`src/hdl/adif_pkg.sv`:
```
// adif_pkg: constants, register map, field positions and types of the
// axis deviation monitor and interrupt feeding block.
// assumes: a 32-bit AXI4-Lite register bus, at most four axes.
package adif_pkg;

  // ==========================================================================
  // bus geometry
  localparam int unsigned ADDR_W = 8;
  localparam int unsigned DATA_W = 32;
  localparam int unsigned MAX_AXES = 4;

  // ==========================================================================
  // register offsets
  localparam logic [7:0] OFF_CTRL = 8'h00;
  localparam logic [7:0] OFF_LIMIT = 8'h04;
  localparam logic [7:0] OFF_AXMODE = 8'h08;
  localparam logic [7:0] OFF_PEAK = 8'h10;
  localparam logic [7:0] OFF_STATUS = 8'h14;
  // per-axis block: addr[7:6] selects, addr[5:4] is the axis, addr[3:2] the word
  localparam logic [1:0] AX_BLOCK = 2'h1;
  localparam logic [1:0] AX_CMD = 2'h0;
  localparam logic [1:0] AX_AMT = 2'h1;
  localparam logic [1:0] AX_POS = 2'h2;
  localparam logic [1:0] AX_TGT = 2'h3;

  // ==========================================================================
  // field positions
  localparam int unsigned CTRL_MON_EN = 0;
  localparam int unsigned CTRL_MEM_START = 1;
  localparam int unsigned CTRL_MEM_IND = 2;
  localparam int unsigned CTRL_MASK_LSB = 4;
  localparam int unsigned CTRL_MODE_LSB = 8;
  localparam int unsigned AXM_ROT_LSB = 0;
  localparam int unsigned AXM_VIRT_LSB = 4;
  localparam int unsigned FC_SPEC = 0;
  localparam int unsigned FC_SPEED = 1;
  localparam int unsigned FC_ABS = 2;
  localparam int unsigned FC_REL = 3;
  localparam int unsigned FC_MASK = 4;
  localparam int unsigned FC_ERR_EN = 5;
  localparam int unsigned FC_REV_STOP = 6;
  localparam int unsigned FC_DIR_NEG = 7;
  localparam int unsigned ST_DEV_STOP = 0;
  localparam int unsigned ST_MODE_ERR = 1;
  localparam int unsigned ST_UNDET_LSB = 4;
  localparam int unsigned ST_VIRT_LSB = 8;
  localparam int unsigned ST_BUSY_LSB = 12;
  localparam int unsigned ST_FEED_LSB = 16;

  // ==========================================================================
  // reset values
  localparam logic RST_MON_EN = 1'b0;
  localparam logic [15:0] RST_LIMIT = 16'h0000;
  localparam logic [3:0] RST_MASK = 4'h0;
  localparam logic [7:0] RST_AXMODE = 8'h00;
  localparam logic [7:0] RST_FCMD = 8'h00;
  localparam logic [31:0] RST_WORD = 32'h0000_0000;

  // ==========================================================================
  // types
  typedef enum logic [1:0] {
    OP_IDLE = 2'b00,
    OP_LIN = 2'b01,
    OP_OTHER = 2'b10,
    OP_OTHER2 = 2'b11
  } adif_mode_t;

  typedef enum logic [1:0] {
    FD_IDLE = 2'b00,
    FD_WAIT = 2'b01,
    FD_FEED = 2'b10
  } adif_feed_t;

  typedef enum logic [1:0] {
    RESP_OKAY = 2'b00,
    RESP_SLVERR = 2'b10
  } adif_resp_t;

endpackage : adif_pkg

```
`src/hdl/adif_reg_if.sv`:
```
// adif_reg_if: register access strobes between the bus slave and the core.
// assumes: both ends on the same clock; rd_data and oks answer in-cycle.
`timescale 1ns/1ps
interface adif_reg_if;
  import adif_pkg::*;
  logic wr_en;
  logic [ADDR_W-1:0] wr_addr;
  logic [DATA_W-1:0] wr_data;
  logic [3:0] wr_strb;
  logic wr_ok;
  logic rd_en;
  logic [ADDR_W-1:0] rd_addr;
  logic [DATA_W-1:0] rd_data;
  logic rd_ok;
  modport axil(output wr_en, wr_addr, wr_data, wr_strb, rd_en, rd_addr,
               input wr_ok, rd_data, rd_ok);
  modport core(input wr_en, wr_addr, wr_data, wr_strb, rd_en, rd_addr,
               output wr_ok, rd_data, rd_ok);
endinterface : adif_reg_if

```
`src/hdl/adif_top.sv`:
```
// adif_top: inter-axis feedback deviation monitor and interrupt feeding.
// assumes: feedback positions arrive on clk_i; interrupt inputs are async pins.
`timescale 1ns/1ps
// Behaviour
// - deviation at limit stops interpolation axes
// - deviation check only during linear interpolation
// - monitor enable bit, default off
// - deviation limit 0 to 65535, default 0
// - four-bit mask selects configuration axes 1-4
// - peak deviation held while checking, host-readable
// - memory start commands clear the peak
// - error when monitored axes differ in mode
// - interrupt latches feedback, feeds set amount beyond
// - virtual axes refuse interrupt feeding
// - start by speed, absolute or relative
// - optional error when no interrupt before completion
// - reverse handling follows configured parameter
// - feed amount may exceed one revolution
// - interrupt mask bit in the feed command blocks detection
// - masked interrupts are ignored
// - no interrupt: commanded position is final stop
module adif_top #(
  parameter int unsigned N_AXES = 4
) (
  input wire logic clk_i,
  input wire logic arst_n_i,
  input wire logic [adif_pkg::ADDR_W-1:0] s_axi_awaddr_i,
  input wire logic s_axi_awvalid_i,
  output logic s_axi_awready_o,
  input wire logic [adif_pkg::DATA_W-1:0] s_axi_wdata_i,
  input wire logic [3:0] s_axi_wstrb_i,
  input wire logic s_axi_wvalid_i,
  output logic s_axi_wready_o,
  output logic [1:0] s_axi_bresp_o,
  output logic s_axi_bvalid_o,
  input wire logic s_axi_bready_i,
  input wire logic [adif_pkg::ADDR_W-1:0] s_axi_araddr_i,
  input wire logic s_axi_arvalid_i,
  output logic s_axi_arready_o,
  output logic [adif_pkg::DATA_W-1:0] s_axi_rdata_o,
  output logic [1:0] s_axi_rresp_o,
  output logic s_axi_rvalid_o,
  input wire logic s_axi_rready_i,
  input wire logic [N_AXES-1:0][31:0] fb_pos_i,
  input wire logic [N_AXES-1:0] irq_pin_i,
  output logic interp_stop_o,
  output logic [N_AXES-1:0][31:0] feed_target_o,
  output logic [N_AXES-1:0] feed_target_valid_o,
  output logic [N_AXES-1:0] feed_busy_o,
  output logic error_o
);
  import adif_pkg::*;

  // ==========================================================================
  // elaboration check
  if (N_AXES < 2 || N_AXES > MAX_AXES) begin : g_bad_axes
    $error("adif_top: N_AXES must be 2 to 4");
  end

  // ==========================================================================
  // bus slave
  adif_reg_if reg_if ();

  adif_axil u_axil (
    .clk_i(clk_i),
    .arst_n_i(arst_n_i),
    .awaddr_i(s_axi_awaddr_i),
    .awvalid_i(s_axi_awvalid_i),
    .awready_o(s_axi_awready_o),
    .wdata_i(s_axi_wdata_i),
    .wstrb_i(s_axi_wstrb_i),
    .wvalid_i(s_axi_wvalid_i),
    .wready_o(s_axi_wready_o),
    .bresp_o(s_axi_bresp_o),
    .bvalid_o(s_axi_bvalid_o),
    .bready_i(s_axi_bready_i),
    .araddr_i(s_axi_araddr_i),
    .arvalid_i(s_axi_arvalid_i),
    .arready_o(s_axi_arready_o),
    .rdata_o(s_axi_rdata_o),
    .rresp_o(s_axi_rresp_o),
    .rvalid_o(s_axi_rvalid_o),
    .rready_i(s_axi_rready_i),
    .reg_if(reg_if)
  );

  function automatic logic [31:0] merge(input logic [31:0] old, input logic [31:0] dat,
                                        input logic [3:0] strb);
    logic [31:0] m;
    m = {{8{strb[3]}}, {8{strb[2]}}, {8{strb[1]}}, {8{strb[0]}}};
    return (old & ~m) | (dat & m);
  endfunction : merge

  // ==========================================================================
  // address decode
  logic [31:0] wmask;
  logic [31:0] wbits;
  logic wr_ctrl;
  logic wr_limit;
  logic wr_axmode;
  logic wr_status;
  logic wr_ax;
  logic [1:0] wr_axis;
  logic [1:0] wr_sub;

  assign wmask = merge(32'h0000_0000, 32'hffff_ffff, reg_if.wr_strb);
  assign wbits = reg_if.wr_data & wmask;
  assign wr_ctrl = reg_if.wr_en && reg_if.wr_addr == OFF_CTRL;
  assign wr_limit = reg_if.wr_en && reg_if.wr_addr == OFF_LIMIT;
  assign wr_axmode = reg_if.wr_en && reg_if.wr_addr == OFF_AXMODE;
  assign wr_status = reg_if.wr_en && reg_if.wr_addr == OFF_STATUS;
  assign wr_ax = reg_if.wr_en && reg_if.wr_addr[7:6] == AX_BLOCK
                 && reg_if.wr_addr[1:0] == 2'h0 && 32'(reg_if.wr_addr[5:4]) < N_AXES;
  assign wr_axis = reg_if.wr_addr[5:4];
  assign wr_sub = reg_if.wr_addr[3:2];
  assign reg_if.wr_ok = wr_ctrl || wr_limit || wr_axmode || wr_status
                        || (wr_ax && wr_sub != AX_TGT);

  // ==========================================================================
  // global configuration
  logic mon_en_r;
  logic [3:0] tmask_r;
  adif_mode_t op_mode_r;
  logic [15:0] limit_r;
  logic [31:0] limit_m;
  logic [7:0] axmode_r;
  logic mem_start_p;

  always_ff @(posedge clk_i or negedge arst_n_i) begin
    if (!arst_n_i) begin
      mon_en_r <= RST_MON_EN;
      tmask_r <= RST_MASK;
      op_mode_r <= OP_IDLE;
    end else if (wr_ctrl) begin
      if (reg_if.wr_strb[0]) begin
        mon_en_r <= reg_if.wr_data[CTRL_MON_EN];
        tmask_r <= reg_if.wr_data[CTRL_MASK_LSB+:4];
      end
      if (reg_if.wr_strb[1]) begin
        op_mode_r <= adif_mode_t'(reg_if.wr_data[CTRL_MODE_LSB+:2]);
      end
    end
  end

  assign limit_m = merge({16'h0000, limit_r}, reg_if.wr_data, reg_if.wr_strb);

  always_ff @(posedge clk_i or negedge arst_n_i) begin
    if (!arst_n_i) begin
      limit_r <= RST_LIMIT;
    end else if (wr_limit) begin
      limit_r <= limit_m[15:0];
    end
  end

  always_ff @(posedge clk_i or negedge arst_n_i) begin
    if (!arst_n_i) begin
      axmode_r <= RST_AXMODE;
    end else if (wr_axmode && reg_if.wr_strb[0]) begin
      axmode_r <= reg_if.wr_data[7:0];
    end
  end

  assign mem_start_p = wr_ctrl && (wbits[CTRL_MEM_START] || wbits[CTRL_MEM_IND]);

  // ==========================================================================
  // inter-axis deviation monitor
  logic [3:0] sel;
  logic [3:0] sel_rot;
  logic mode_mismatch;
  logic check_on;
  logic dev_hit;
  logic [32:0] dev_max;
  logic [31:0] peak_r;
  logic interp_stop_r;
  logic mode_err_r;

  assign sel = tmask_r & 4'((1 << N_AXES) - 1);
  assign sel_rot = sel & axmode_r[AXM_ROT_LSB+:4];
  assign mode_mismatch = sel_rot != 4'h0 && sel_rot != sel;
  assign check_on = mon_en_r && op_mode_r == OP_LIN && !mode_mismatch;

  always_comb begin
    logic [32:0] diff;
    logic [32:0] mag;
    diff = '0;
    mag = '0;
    dev_hit = 1'b0;
    dev_max = '0;
    for (int i = 0; i < N_AXES; i++) begin
      for (int j = i + 1; j < N_AXES; j++) begin
        if (sel[i] && sel[j]) begin
          diff = {fb_pos_i[i][31], fb_pos_i[i]} - {fb_pos_i[j][31], fb_pos_i[j]};
          mag = diff[32] ? 33'(-diff) : diff;
          if (mag > dev_max) begin
            dev_max = mag;
          end
          if (mag >= {17'h0_0000, limit_r}) begin
            dev_hit = 1'b1;
          end
        end
      end
    end
  end

  always_ff @(posedge clk_i or negedge arst_n_i) begin
    if (!arst_n_i) begin
      peak_r <= RST_WORD;
    end else if (mem_start_p) begin
      peak_r <= RST_WORD;
    end else if (check_on && dev_max > {1'b0, peak_r}) begin
      peak_r <= dev_max[32] ? 32'hffff_ffff : dev_max[31:0];
    end
  end

  always_ff @(posedge clk_i or negedge arst_n_i) begin
    if (!arst_n_i) begin
      interp_stop_r <= 1'b0;
    end else if (check_on && dev_hit) begin
      interp_stop_r <= 1'b1;
    end else if (mem_start_p || (wr_status && wbits[ST_DEV_STOP])) begin
      interp_stop_r <= 1'b0;
    end
  end

  always_ff @(posedge clk_i or negedge arst_n_i) begin
    if (!arst_n_i) begin
      mode_err_r <= 1'b0;
    end else if (mon_en_r && op_mode_r == OP_LIN && mode_mismatch) begin
      mode_err_r <= 1'b1;
    end else if (wr_status && wbits[ST_MODE_ERR]) begin
      mode_err_r <= 1'b0;
    end
  end

  // ==========================================================================
  // interrupt feeding, one engine per axis
  logic [7:0] fcmd_r [N_AXES];
  logic [31:0] amt_r [N_AXES];
  logic [31:0] pos_r [N_AXES];
  logic [31:0] tgt_r [N_AXES];
  logic [N_AXES-1:0] tgt_vld_r;
  logic [N_AXES-1:0] busy_r;
  logic [N_AXES-1:0] feeding;
  logic [N_AXES-1:0] undet_r;
  logic [N_AXES-1:0] virt_err_r;
  logic [N_AXES-1:0] irq_s1_r;
  logic [N_AXES-1:0] irq_s2_r;
  logic [N_AXES-1:0] irq_s3_r;

  always_ff @(posedge clk_i or negedge arst_n_i) begin
    if (!arst_n_i) begin
      irq_s1_r <= '0;
      irq_s2_r <= '0;
      irq_s3_r <= '0;
    end else begin
      irq_s1_r <= irq_pin_i;
      irq_s2_r <= irq_s1_r;
      irq_s3_r <= irq_s2_r;
    end
  end

  for (genvar a = 0; a < N_AXES; a++) begin : g_axis
    adif_feed_t st_r;
    logic wr_here;
    logic start_p;
    logic irq_acc;
    logic dir_neg;
    logic [31:0] eff_amt;
    logic [31:0] rel_tgt;
    logic arrived;

    assign wr_here = wr_ax && wr_axis == 2'(a);
    assign start_p = wr_here && wr_sub == AX_CMD && reg_if.wr_strb[0] && wbits[FC_SPEC]
                     && (wbits[FC_SPEED] || wbits[FC_ABS] || wbits[FC_REL]);
    assign irq_acc = irq_s2_r[a] && !irq_s3_r[a] && st_r == FD_WAIT
                     && !fcmd_r[a][FC_MASK];
    assign dir_neg = fcmd_r[a][FC_SPEED] ? fcmd_r[a][FC_DIR_NEG]
                     : $signed(tgt_r[a]) < $signed(fb_pos_i[a]);
    assign eff_amt = dir_neg ? 32'(-amt_r[a]) : amt_r[a];
    assign rel_tgt = fb_pos_i[a] + pos_r[a];
    assign arrived = tgt_vld_r[a] && fb_pos_i[a] == tgt_r[a];
    assign feeding[a] = st_r == FD_FEED;

    always_ff @(posedge clk_i or negedge arst_n_i) begin
      if (!arst_n_i) begin
        fcmd_r[a] <= RST_FCMD;
        amt_r[a] <= RST_WORD;
        pos_r[a] <= RST_WORD;
      end else if (wr_here) begin
        if (wr_sub == AX_CMD && reg_if.wr_strb[0]) begin
          fcmd_r[a] <= reg_if.wr_data[7:0];
        end
        if (wr_sub == AX_AMT) begin
          amt_r[a] <= merge(amt_r[a], reg_if.wr_data, reg_if.wr_strb);
        end
        if (wr_sub == AX_POS) begin
          pos_r[a] <= merge(pos_r[a], reg_if.wr_data, reg_if.wr_strb);
        end
      end
    end

    always_ff @(posedge clk_i or negedge arst_n_i) begin
      if (!arst_n_i) begin
        st_r <= FD_IDLE;
        tgt_r[a] <= RST_WORD;
        tgt_vld_r[a] <= 1'b0;
      end else begin
        unique case (st_r)
          FD_IDLE: begin
            if (start_p && !axmode_r[AXM_VIRT_LSB+a]) begin
              st_r <= FD_WAIT;
              if (wbits[FC_ABS]) begin
                tgt_r[a] <= pos_r[a];
                tgt_vld_r[a] <= 1'b1;
              end else if (wbits[FC_REL]) begin
                tgt_r[a] <= rel_tgt;
                tgt_vld_r[a] <= 1'b1;
              end else begin
                tgt_vld_r[a] <= 1'b0;
              end
            end
          end
          FD_WAIT: begin
            if (irq_acc) begin
              st_r <= FD_FEED;
              tgt_vld_r[a] <= 1'b1;
              if (amt_r[a][31] && fcmd_r[a][FC_REV_STOP]) begin
                tgt_r[a] <= fb_pos_i[a];
              end else begin
                tgt_r[a] <= fb_pos_i[a] + eff_amt;
              end
            end else if (arrived) begin
              st_r <= FD_IDLE;
            end
          end
          FD_FEED: begin
            if (arrived) begin
              st_r <= FD_IDLE;
            end
          end
          default: begin
            st_r <= FD_IDLE;
          end
        endcase
      end
    end

    always_ff @(posedge clk_i or negedge arst_n_i) begin
      if (!arst_n_i) begin
        undet_r[a] <= 1'b0;
      end else if (st_r == FD_WAIT && !irq_acc && arrived && fcmd_r[a][FC_ERR_EN]) begin
        undet_r[a] <= 1'b1;
      end else if (wr_status && wbits[ST_UNDET_LSB+a]) begin
        undet_r[a] <= 1'b0;
      end
    end

    always_ff @(posedge clk_i or negedge arst_n_i) begin
      if (!arst_n_i) begin
        virt_err_r[a] <= 1'b0;
      end else if (start_p && axmode_r[AXM_VIRT_LSB+a]) begin
        virt_err_r[a] <= 1'b1;
      end else if (wr_status && wbits[ST_VIRT_LSB+a]) begin
        virt_err_r[a] <= 1'b0;
      end
    end

    always_ff @(posedge clk_i or negedge arst_n_i) begin
      if (!arst_n_i) begin
        busy_r[a] <= 1'b0;
      end else begin
        busy_r[a] <= st_r != FD_IDLE;
      end
    end
  end

  // ==========================================================================
  // outputs
  always_ff @(posedge clk_i or negedge arst_n_i) begin
    if (!arst_n_i) begin
      interp_stop_o <= 1'b0;
      feed_target_o <= '0;
      feed_target_valid_o <= '0;
      feed_busy_o <= '0;
      error_o <= 1'b0;
    end else begin
      interp_stop_o <= interp_stop_r;
      for (int k = 0; k < N_AXES; k++) begin
        feed_target_o[k] <= tgt_r[k];
      end
      feed_target_valid_o <= tgt_vld_r;
      feed_busy_o <= busy_r;
      error_o <= mode_err_r || (|undet_r) || (|virt_err_r);
    end
  end

  // ==========================================================================
  // read mux
  always_comb begin
    logic [31:0] st;
    logic [1:0] ax;
    st = '0;
    ax = reg_if.rd_addr[5:4];
    st[ST_DEV_STOP] = interp_stop_r;
    st[ST_MODE_ERR] = mode_err_r;
    st[ST_UNDET_LSB+:N_AXES] = undet_r;
    st[ST_VIRT_LSB+:N_AXES] = virt_err_r;
    st[ST_BUSY_LSB+:N_AXES] = busy_r;
    st[ST_FEED_LSB+:N_AXES] = feeding;
    reg_if.rd_data = '0;
    reg_if.rd_ok = reg_if.rd_addr[1:0] == 2'h0;
    if (reg_if.rd_addr == OFF_CTRL) begin
      reg_if.rd_data[CTRL_MON_EN] = mon_en_r;
      reg_if.rd_data[CTRL_MASK_LSB+:4] = tmask_r;
      reg_if.rd_data[CTRL_MODE_LSB+:2] = op_mode_r;
    end else if (reg_if.rd_addr == OFF_LIMIT) begin
      reg_if.rd_data[15:0] = limit_r;
    end else if (reg_if.rd_addr == OFF_AXMODE) begin
      reg_if.rd_data[7:0] = axmode_r;
    end else if (reg_if.rd_addr == OFF_PEAK) begin
      reg_if.rd_data = peak_r;
    end else if (reg_if.rd_addr == OFF_STATUS) begin
      reg_if.rd_data = st;
    end else if (reg_if.rd_addr[7:6] == AX_BLOCK && 32'(ax) < N_AXES) begin
      unique case (reg_if.rd_addr[3:2])
        AX_CMD: reg_if.rd_data[7:0] = fcmd_r[ax];
        AX_AMT: reg_if.rd_data = amt_r[ax];
        AX_POS: reg_if.rd_data = pos_r[ax];
        AX_TGT: reg_if.rd_data = tgt_r[ax];
      endcase
    end else begin
      reg_if.rd_ok = 1'b0;
    end
  end

endmodule : adif_top

```
`src/hdl/adif_axil.sv`:
```
// adif_axil: AXI4-Lite slave turning bus transfers into register strobes.
// assumes: one write and one read under way at a time, per AXI4-Lite.
`timescale 1ns/1ps
module adif_axil (
  input wire logic clk_i,
  input wire logic arst_n_i,
  input wire logic [adif_pkg::ADDR_W-1:0] awaddr_i,
  input wire logic awvalid_i,
  output logic awready_o,
  input wire logic [adif_pkg::DATA_W-1:0] wdata_i,
  input wire logic [3:0] wstrb_i,
  input wire logic wvalid_i,
  output logic wready_o,
  output logic [1:0] bresp_o,
  output logic bvalid_o,
  input wire logic bready_i,
  input wire logic [adif_pkg::ADDR_W-1:0] araddr_i,
  input wire logic arvalid_i,
  output logic arready_o,
  output logic [adif_pkg::DATA_W-1:0] rdata_o,
  output logic [1:0] rresp_o,
  output logic rvalid_o,
  input wire logic rready_i,
  adif_reg_if.axil reg_if
);
  import adif_pkg::*;

  logic aw_have_r;
  logic w_have_r;
  logic ar_have_r;
  logic [ADDR_W-1:0] awaddr_r;
  logic [ADDR_W-1:0] araddr_r;
  logic [DATA_W-1:0] wdata_r;
  logic [3:0] wstrb_r;
  logic do_wr;
  logic do_rd;

  assign do_wr = aw_have_r && w_have_r && !bvalid_o;
  assign do_rd = ar_have_r && !rvalid_o;
  assign reg_if.wr_en = do_wr;
  assign reg_if.wr_addr = awaddr_r;
  assign reg_if.wr_data = wdata_r;
  assign reg_if.wr_strb = wstrb_r;
  assign reg_if.rd_en = do_rd;
  assign reg_if.rd_addr = araddr_r;

  // ==========================================================================
  // write path
  always_ff @(posedge clk_i or negedge arst_n_i) begin
    if (!arst_n_i) begin
      awready_o <= 1'b1;
      wready_o <= 1'b1;
      aw_have_r <= 1'b0;
      w_have_r <= 1'b0;
      awaddr_r <= '0;
      wdata_r <= '0;
      wstrb_r <= 4'h0;
      bvalid_o <= 1'b0;
      bresp_o <= RESP_OKAY;
    end else begin
      if (awvalid_i && awready_o) begin
        aw_have_r <= 1'b1;
        awaddr_r <= awaddr_i;
        awready_o <= 1'b0;
      end
      if (wvalid_i && wready_o) begin
        w_have_r <= 1'b1;
        wdata_r <= wdata_i;
        wstrb_r <= wstrb_i;
        wready_o <= 1'b0;
      end
      if (do_wr) begin
        aw_have_r <= 1'b0;
        w_have_r <= 1'b0;
        bvalid_o <= 1'b1;
        bresp_o <= reg_if.wr_ok ? RESP_OKAY : RESP_SLVERR;
      end
      if (bvalid_o && bready_i) begin
        bvalid_o <= 1'b0;
        awready_o <= 1'b1;
        wready_o <= 1'b1;
      end
    end
  end

  // ==========================================================================
  // read path
  always_ff @(posedge clk_i or negedge arst_n_i) begin
    if (!arst_n_i) begin
      arready_o <= 1'b1;
      ar_have_r <= 1'b0;
      araddr_r <= '0;
      rvalid_o <= 1'b0;
      rdata_o <= '0;
      rresp_o <= RESP_OKAY;
    end else begin
      if (arvalid_i && arready_o) begin
        ar_have_r <= 1'b1;
        araddr_r <= araddr_i;
        arready_o <= 1'b0;
      end
      if (do_rd) begin
        ar_have_r <= 1'b0;
        rvalid_o <= 1'b1;
        rdata_o <= reg_if.rd_data;
        rresp_o <= reg_if.rd_ok ? RESP_OKAY : RESP_SLVERR;
      end
      if (rvalid_o && rready_i) begin
        rvalid_o <= 1'b0;
        arready_o <= 1'b1;
      end
    end
  end

endmodule : adif_axil

```
`config.mk`:
```
export PLATFORM = sky130hd
export DESIGN_NAME = adif_top
export DESIGN_NICKNAME = d
export VERILOG_FILES = /design/src/hdl/adif_pkg.sv /design/src/hdl/adif_reg_if.sv /design/src/hdl/adif_top.sv /design/src/hdl/adif_axil.sv
export SDC_FILE = /design/constraint.sdc
export NUM_CORES = 2
export LEC_CHECK = 0
export BUFFER_PORTS_ARGS = -buffer_cell sky130_fd_sc_hd__buf_2
export CORE_MARGIN = 8
export CORE_UTILIZATION = 45
export CTS_CLUSTER_SIZE = 30
export DETAILED_ROUTE_END_ITERATION = 16
export MAX_ROUTING_LAYER = met4
export PLACE_DENSITY = 0.68
export SYNTH_ARGS = -nofsm -noshare
export SYNTH_HDL_FRONTEND = slang
export SYNTH_HIERARCHICAL = 1
export SYNTH_SLANG_ARGS = --single-unit
```
`constraint.sdc`:
```
create_clock -name clk_i -period 21.5 [get_ports clk_i]
set_input_delay 0 -clock clk_i [delete_from_list [all_inputs] [get_ports clk_i]]
set_output_delay 0 -clock clk_i [all_outputs]
set_load 0.05 [all_outputs]
```
==> out/metrics.csv <==
stage;metric;value;unit
clocking;clk sinks;749;
routing;drt total wl;387.6;mm
logic_synthesis;flops & latches, synth;749;
floorplanning;Boundary Pins;370;
critical_path;FF-to-FF path depth;85;
critical_path;Worst Path Max Fanout;44;
routing;DR vias;77880;
power;Design Power;0.006871;W
floorplanning;die area;0.1830;mm²
global_routing;gr usage total;0.4130;
routing;Pre-antenna DRT Iters;9;
critical_path;Max stage delay cell, worst path;dlygate4sd3_1;
cells_and_area;area of the multi-input gates;0.05492;mm²
status;failing checks;max-capacitance violations, max-slew violations;
placement;Port Buf Inserts;367;
floorplanning;Die Ht;427.8;µm
critical_path;WP data arrival;21150;ps
timing;max-slew violations;1;
placement;Cell Area, Placed;0.08124;mm²
power;Lkg Pwr;38.61;nW
logic_synthesis;largest cells by area after synthesis;dfrtp_1 24%, ha_1 14%, mux2_2 5.7%, xnor2_1 4.4%, o21ai_0 4.2%;
critical_path;cell mode on critical path;a21o_1;
clocking;clock buffers created by TritonCTS;81;
clocking;clock root cell;clkbuf_16;
global_routing;vias in the first global route;73760;
logic_synthesis;ys async rst share;1.000;
clocking;# H-tree levels;3;
timing;period utilization;0.9568;
logic_synthesis;adder-cell share of the synthesized area;0.1465;
logic_synthesis;simple-gate portion of the synthesized area;0.1732;
cells_and_area;fillers;15920;
timing;Fmax achieved;48.61;MHz
logic_synthesis;Seq/Total Area, Yosys;0.2456;
placement;RD Place Congestion;1.117;
routing;DRC;0;
routing;Vias/cell;6.652;
min_path;hold path cells;3;
timing;Tmin final;20570;ps
cells_and_area;commonest non-fill, non-tap cell in the layout;ha_1;
cells_and_area;share of cells above drive strength 1;0.1470;
logic_synthesis;Synth Instances;8893;
global_routing;largest net degree at the start of global routing;83;
logic_synthesis;post-synth top area share;0.2446;
status;status;finished with violations;
cells_and_area;register area;0.01875;mm²
cells_and_area;most frequent cells in the layout;871 x ha_1, 812 x nand2_1, 744 x dfrtp_1;
floorplanning;site row count;151;
timing;worst relative slew slack;-0.001643;
critical_path;CP max stage delay;580;ps
critical_path;WS Path Type;input pin to register;
logic_synthesis;mux contribution to synthesized area;0.1022;
timing;Hold Fails Final Rpt;0;
logic_synthesis;Synthesis Warnings;6;
clocking;CTS tree;done;
cells_and_area;P&R area growth vs syn;12.59;%
timing;Setup TNS Final;0;ps
routing;number of routed nets with antenna violations;0;
logic_synthesis;Mapped Area;0.07633;mm²
global_routing;initial antenna violation count;43;
power;pwr dens;79.96;mW/mm²
logic_synthesis;post-synth cell types;115;
clocking;Worst-path clk slew;60;ps
timing;setup violators final;0;
timing;hold slack;54.84;ps
global_routing;first-pass GRT wire length;539.9;mm
global_routing;GR Overflow Total;0;
critical_path;CP Capture Type;register;
logic_synthesis;Main synth FF type;dfrtp_1;
placement;pre-CTS setup slack;551.9;ps
timing;setup ws final;928.6;ps
logic_synthesis;largest family of logic cells by synthesized area;compound AO/OA/AOI/OAI gates;
floorplanning;core area;0.1689;mm²
placement;dpl hpwl;317.8;mm
clocking;CTS max path bufs;3;
timing;worst-margin pin slew;1497;ps
flow_run;maxcap violations;1;
logic_synthesis;Synth Area in XOR/XNOR;0.06811;
critical_path;critical path required time;22080;ps
routing;DR iter-0 viols;9323;
critical_path;Setup crit start kind;input pin;
timing;Worst Skew;38.00;ps
timing;RSZ-0062 raised after global routing;no;
min_path;Hold Crit Class;input pin to register;
logic_synthesis;Mean Syn Cell Area;8.583;µm²
floorplanning;Die W;427.8;µm
floorplanning;initial cell density of the core;0.4519;
logic_synthesis;Synth Area in Compound Gates;0.2274;
routing;WL per Instance;33.10;µm
logic_synthesis;number of flops mapped to enable cells by yosys;0;
cells_and_area;cell area after layout;0.08594;mm²
cells_and_area;final-stage net count;10460;
clocking;Worst-Skew Late Latency;720;ps
power;Max rail drop VDD;144.7;µV
logic_synthesis;largest area contributor in the netlist;dfrtp_1;
[logic make-up (layout without fill, tap and decap cells)]
logic type	Yosys count	in the layout
other cells	1	40
buf+inv	726	1284
mux	578	578
fa+ha+maj	885	885
compound gates	2639	2639
flops	749	749
simple gates	2723	2723
xor+xnor	592	592
[worst paths after layout]
path,start,endpoint,slack (ps)
setup / recovery,fb_pos_i[0],peak_r[22],930
hold / removal,s_axi_wdata_i[18],u_axil/reg_if.wr_data[18],50
setup reg to reg,sel[1],peak_r[22],3380
hold reg to reg,irq_s1_r[3],irq_s2_r[3],350
max in group asynchronous,arst_n_i,feed_target_o[50],17580
min in group asynchronous,arst_n_i,u_axil/wready_o,460
[cell usage after synthesis, types with 26 or more instances]
| cell type | number |
|---|---|
| clkbuf_1 | 283 |
| nand2_1 | 815 |
| mux2i_1 | 56 |
| nor3_1 | 221 |
| mux2_2 | 383 |
| nor4_1 | 62 |
| or2_2 | 37 |
| or4_1 | 37 |
| o31ai_1 | 96 |
| nand4_1 | 117 |
| nor2b_1 | 119 |
| o21a_1 | 162 |
| o21ai_0 | 643 |
| o22ai_1 | 26 |
| o21bai_1 | 48 |
| xnor2_1 | 383 |
| a21boi_0 | 26 |
| a211oi_1 | 86 |
| inv_1 | 398 |
| o211ai_1 | 121 |
| o41ai_1 | 30 |
| mux2_4 | 27 |
| nand3_1 | 213 |
| dfrtp_1 | 746 |
| a22oi_1 | 41 |
| a21oi_1 | 610 |
| a21o_1 | 259 |
| or3_1 | 84 |
| and3_1 | 91 |
| nand2b_1 | 117 |
| and2_1 | 78 |
| xor2_1 | 208 |
| mux4_2 | 112 |
| a31oi_1 | 94 |
| ha_1 | 871 |
| buf_1 | 30 |
| o311ai_0 | 26 |
| a211o_1 | 39 |
| o221a_2 | 33 |
| nor3b_1 | 29 |
| nor2_1 | 614 |
[power breakdown]
part	internal, W	total (W)	switching (W)
clock	0.000873	0.00153	0.000654
sequential	0.00153	0.00185	0.000319
combinational	0.00124	0.00350	0.00226
total	0.00364	0.00687	0.00323
[per-stage QoR]
step / instances / utilization
6_report: 11710 / 0.5088
5_1_grt: 11700 / 0.5086
3_5_place_dp: 11350 / 0.4810
2_1_floorplan: 8894 / -
4_1_cts: 11670 / 0.5076
3_3_place_gp: 11350 / 0.4810
[layout make-up]
type / instances / area share
Multi-Input combinational cell: 7419 / 0.6391
Sequential cell: 749 / 0.2182
Timing Repair Buffer: 736 / 0.05885
Tap cell: 2218 / 0.03229
Clock buffer: 106 / 0.02635
Inverter: 399 / 0.01743
Clock inverter: 43 / 0.006683
Antenna cell: 38 / 0.001107
[worst max-delay path: cells and delay by family]
family | cells | cell delay [ps]
adder cells (fa/ha/maj) | 8 | 2580
XOR/XNOR | 1 | 220
AND/OR/NAND/NOR | 20 | 3590
AO/OA/AOI/OAI | 57 | 11560
buffers and inverters | 8 | 2250
multiplexers | 2 | 870
[per-layer routing]
metal | GRT usage | vias up | part of all wire
met3 | 0.09772 | 998 | 0.11
met2 | 0.6022 | 4553 | 0.42
met1 | 0.4982 | 38160 | 0.38
li1 | - | 34180 | -
met5 | - | - | 0
met4 | 0.3018 | 0 | 0.092
[timing repair]
action / in CTS / in global routing
hold buffers: 164 / 0
endpoints found under the setup margin: 0 / 32
hold endpoints to repair: 239 / 0
buffers inserted: 0 / 3
gates resized for setup: 0 / 19
Power figures use the tool's default switching activity.
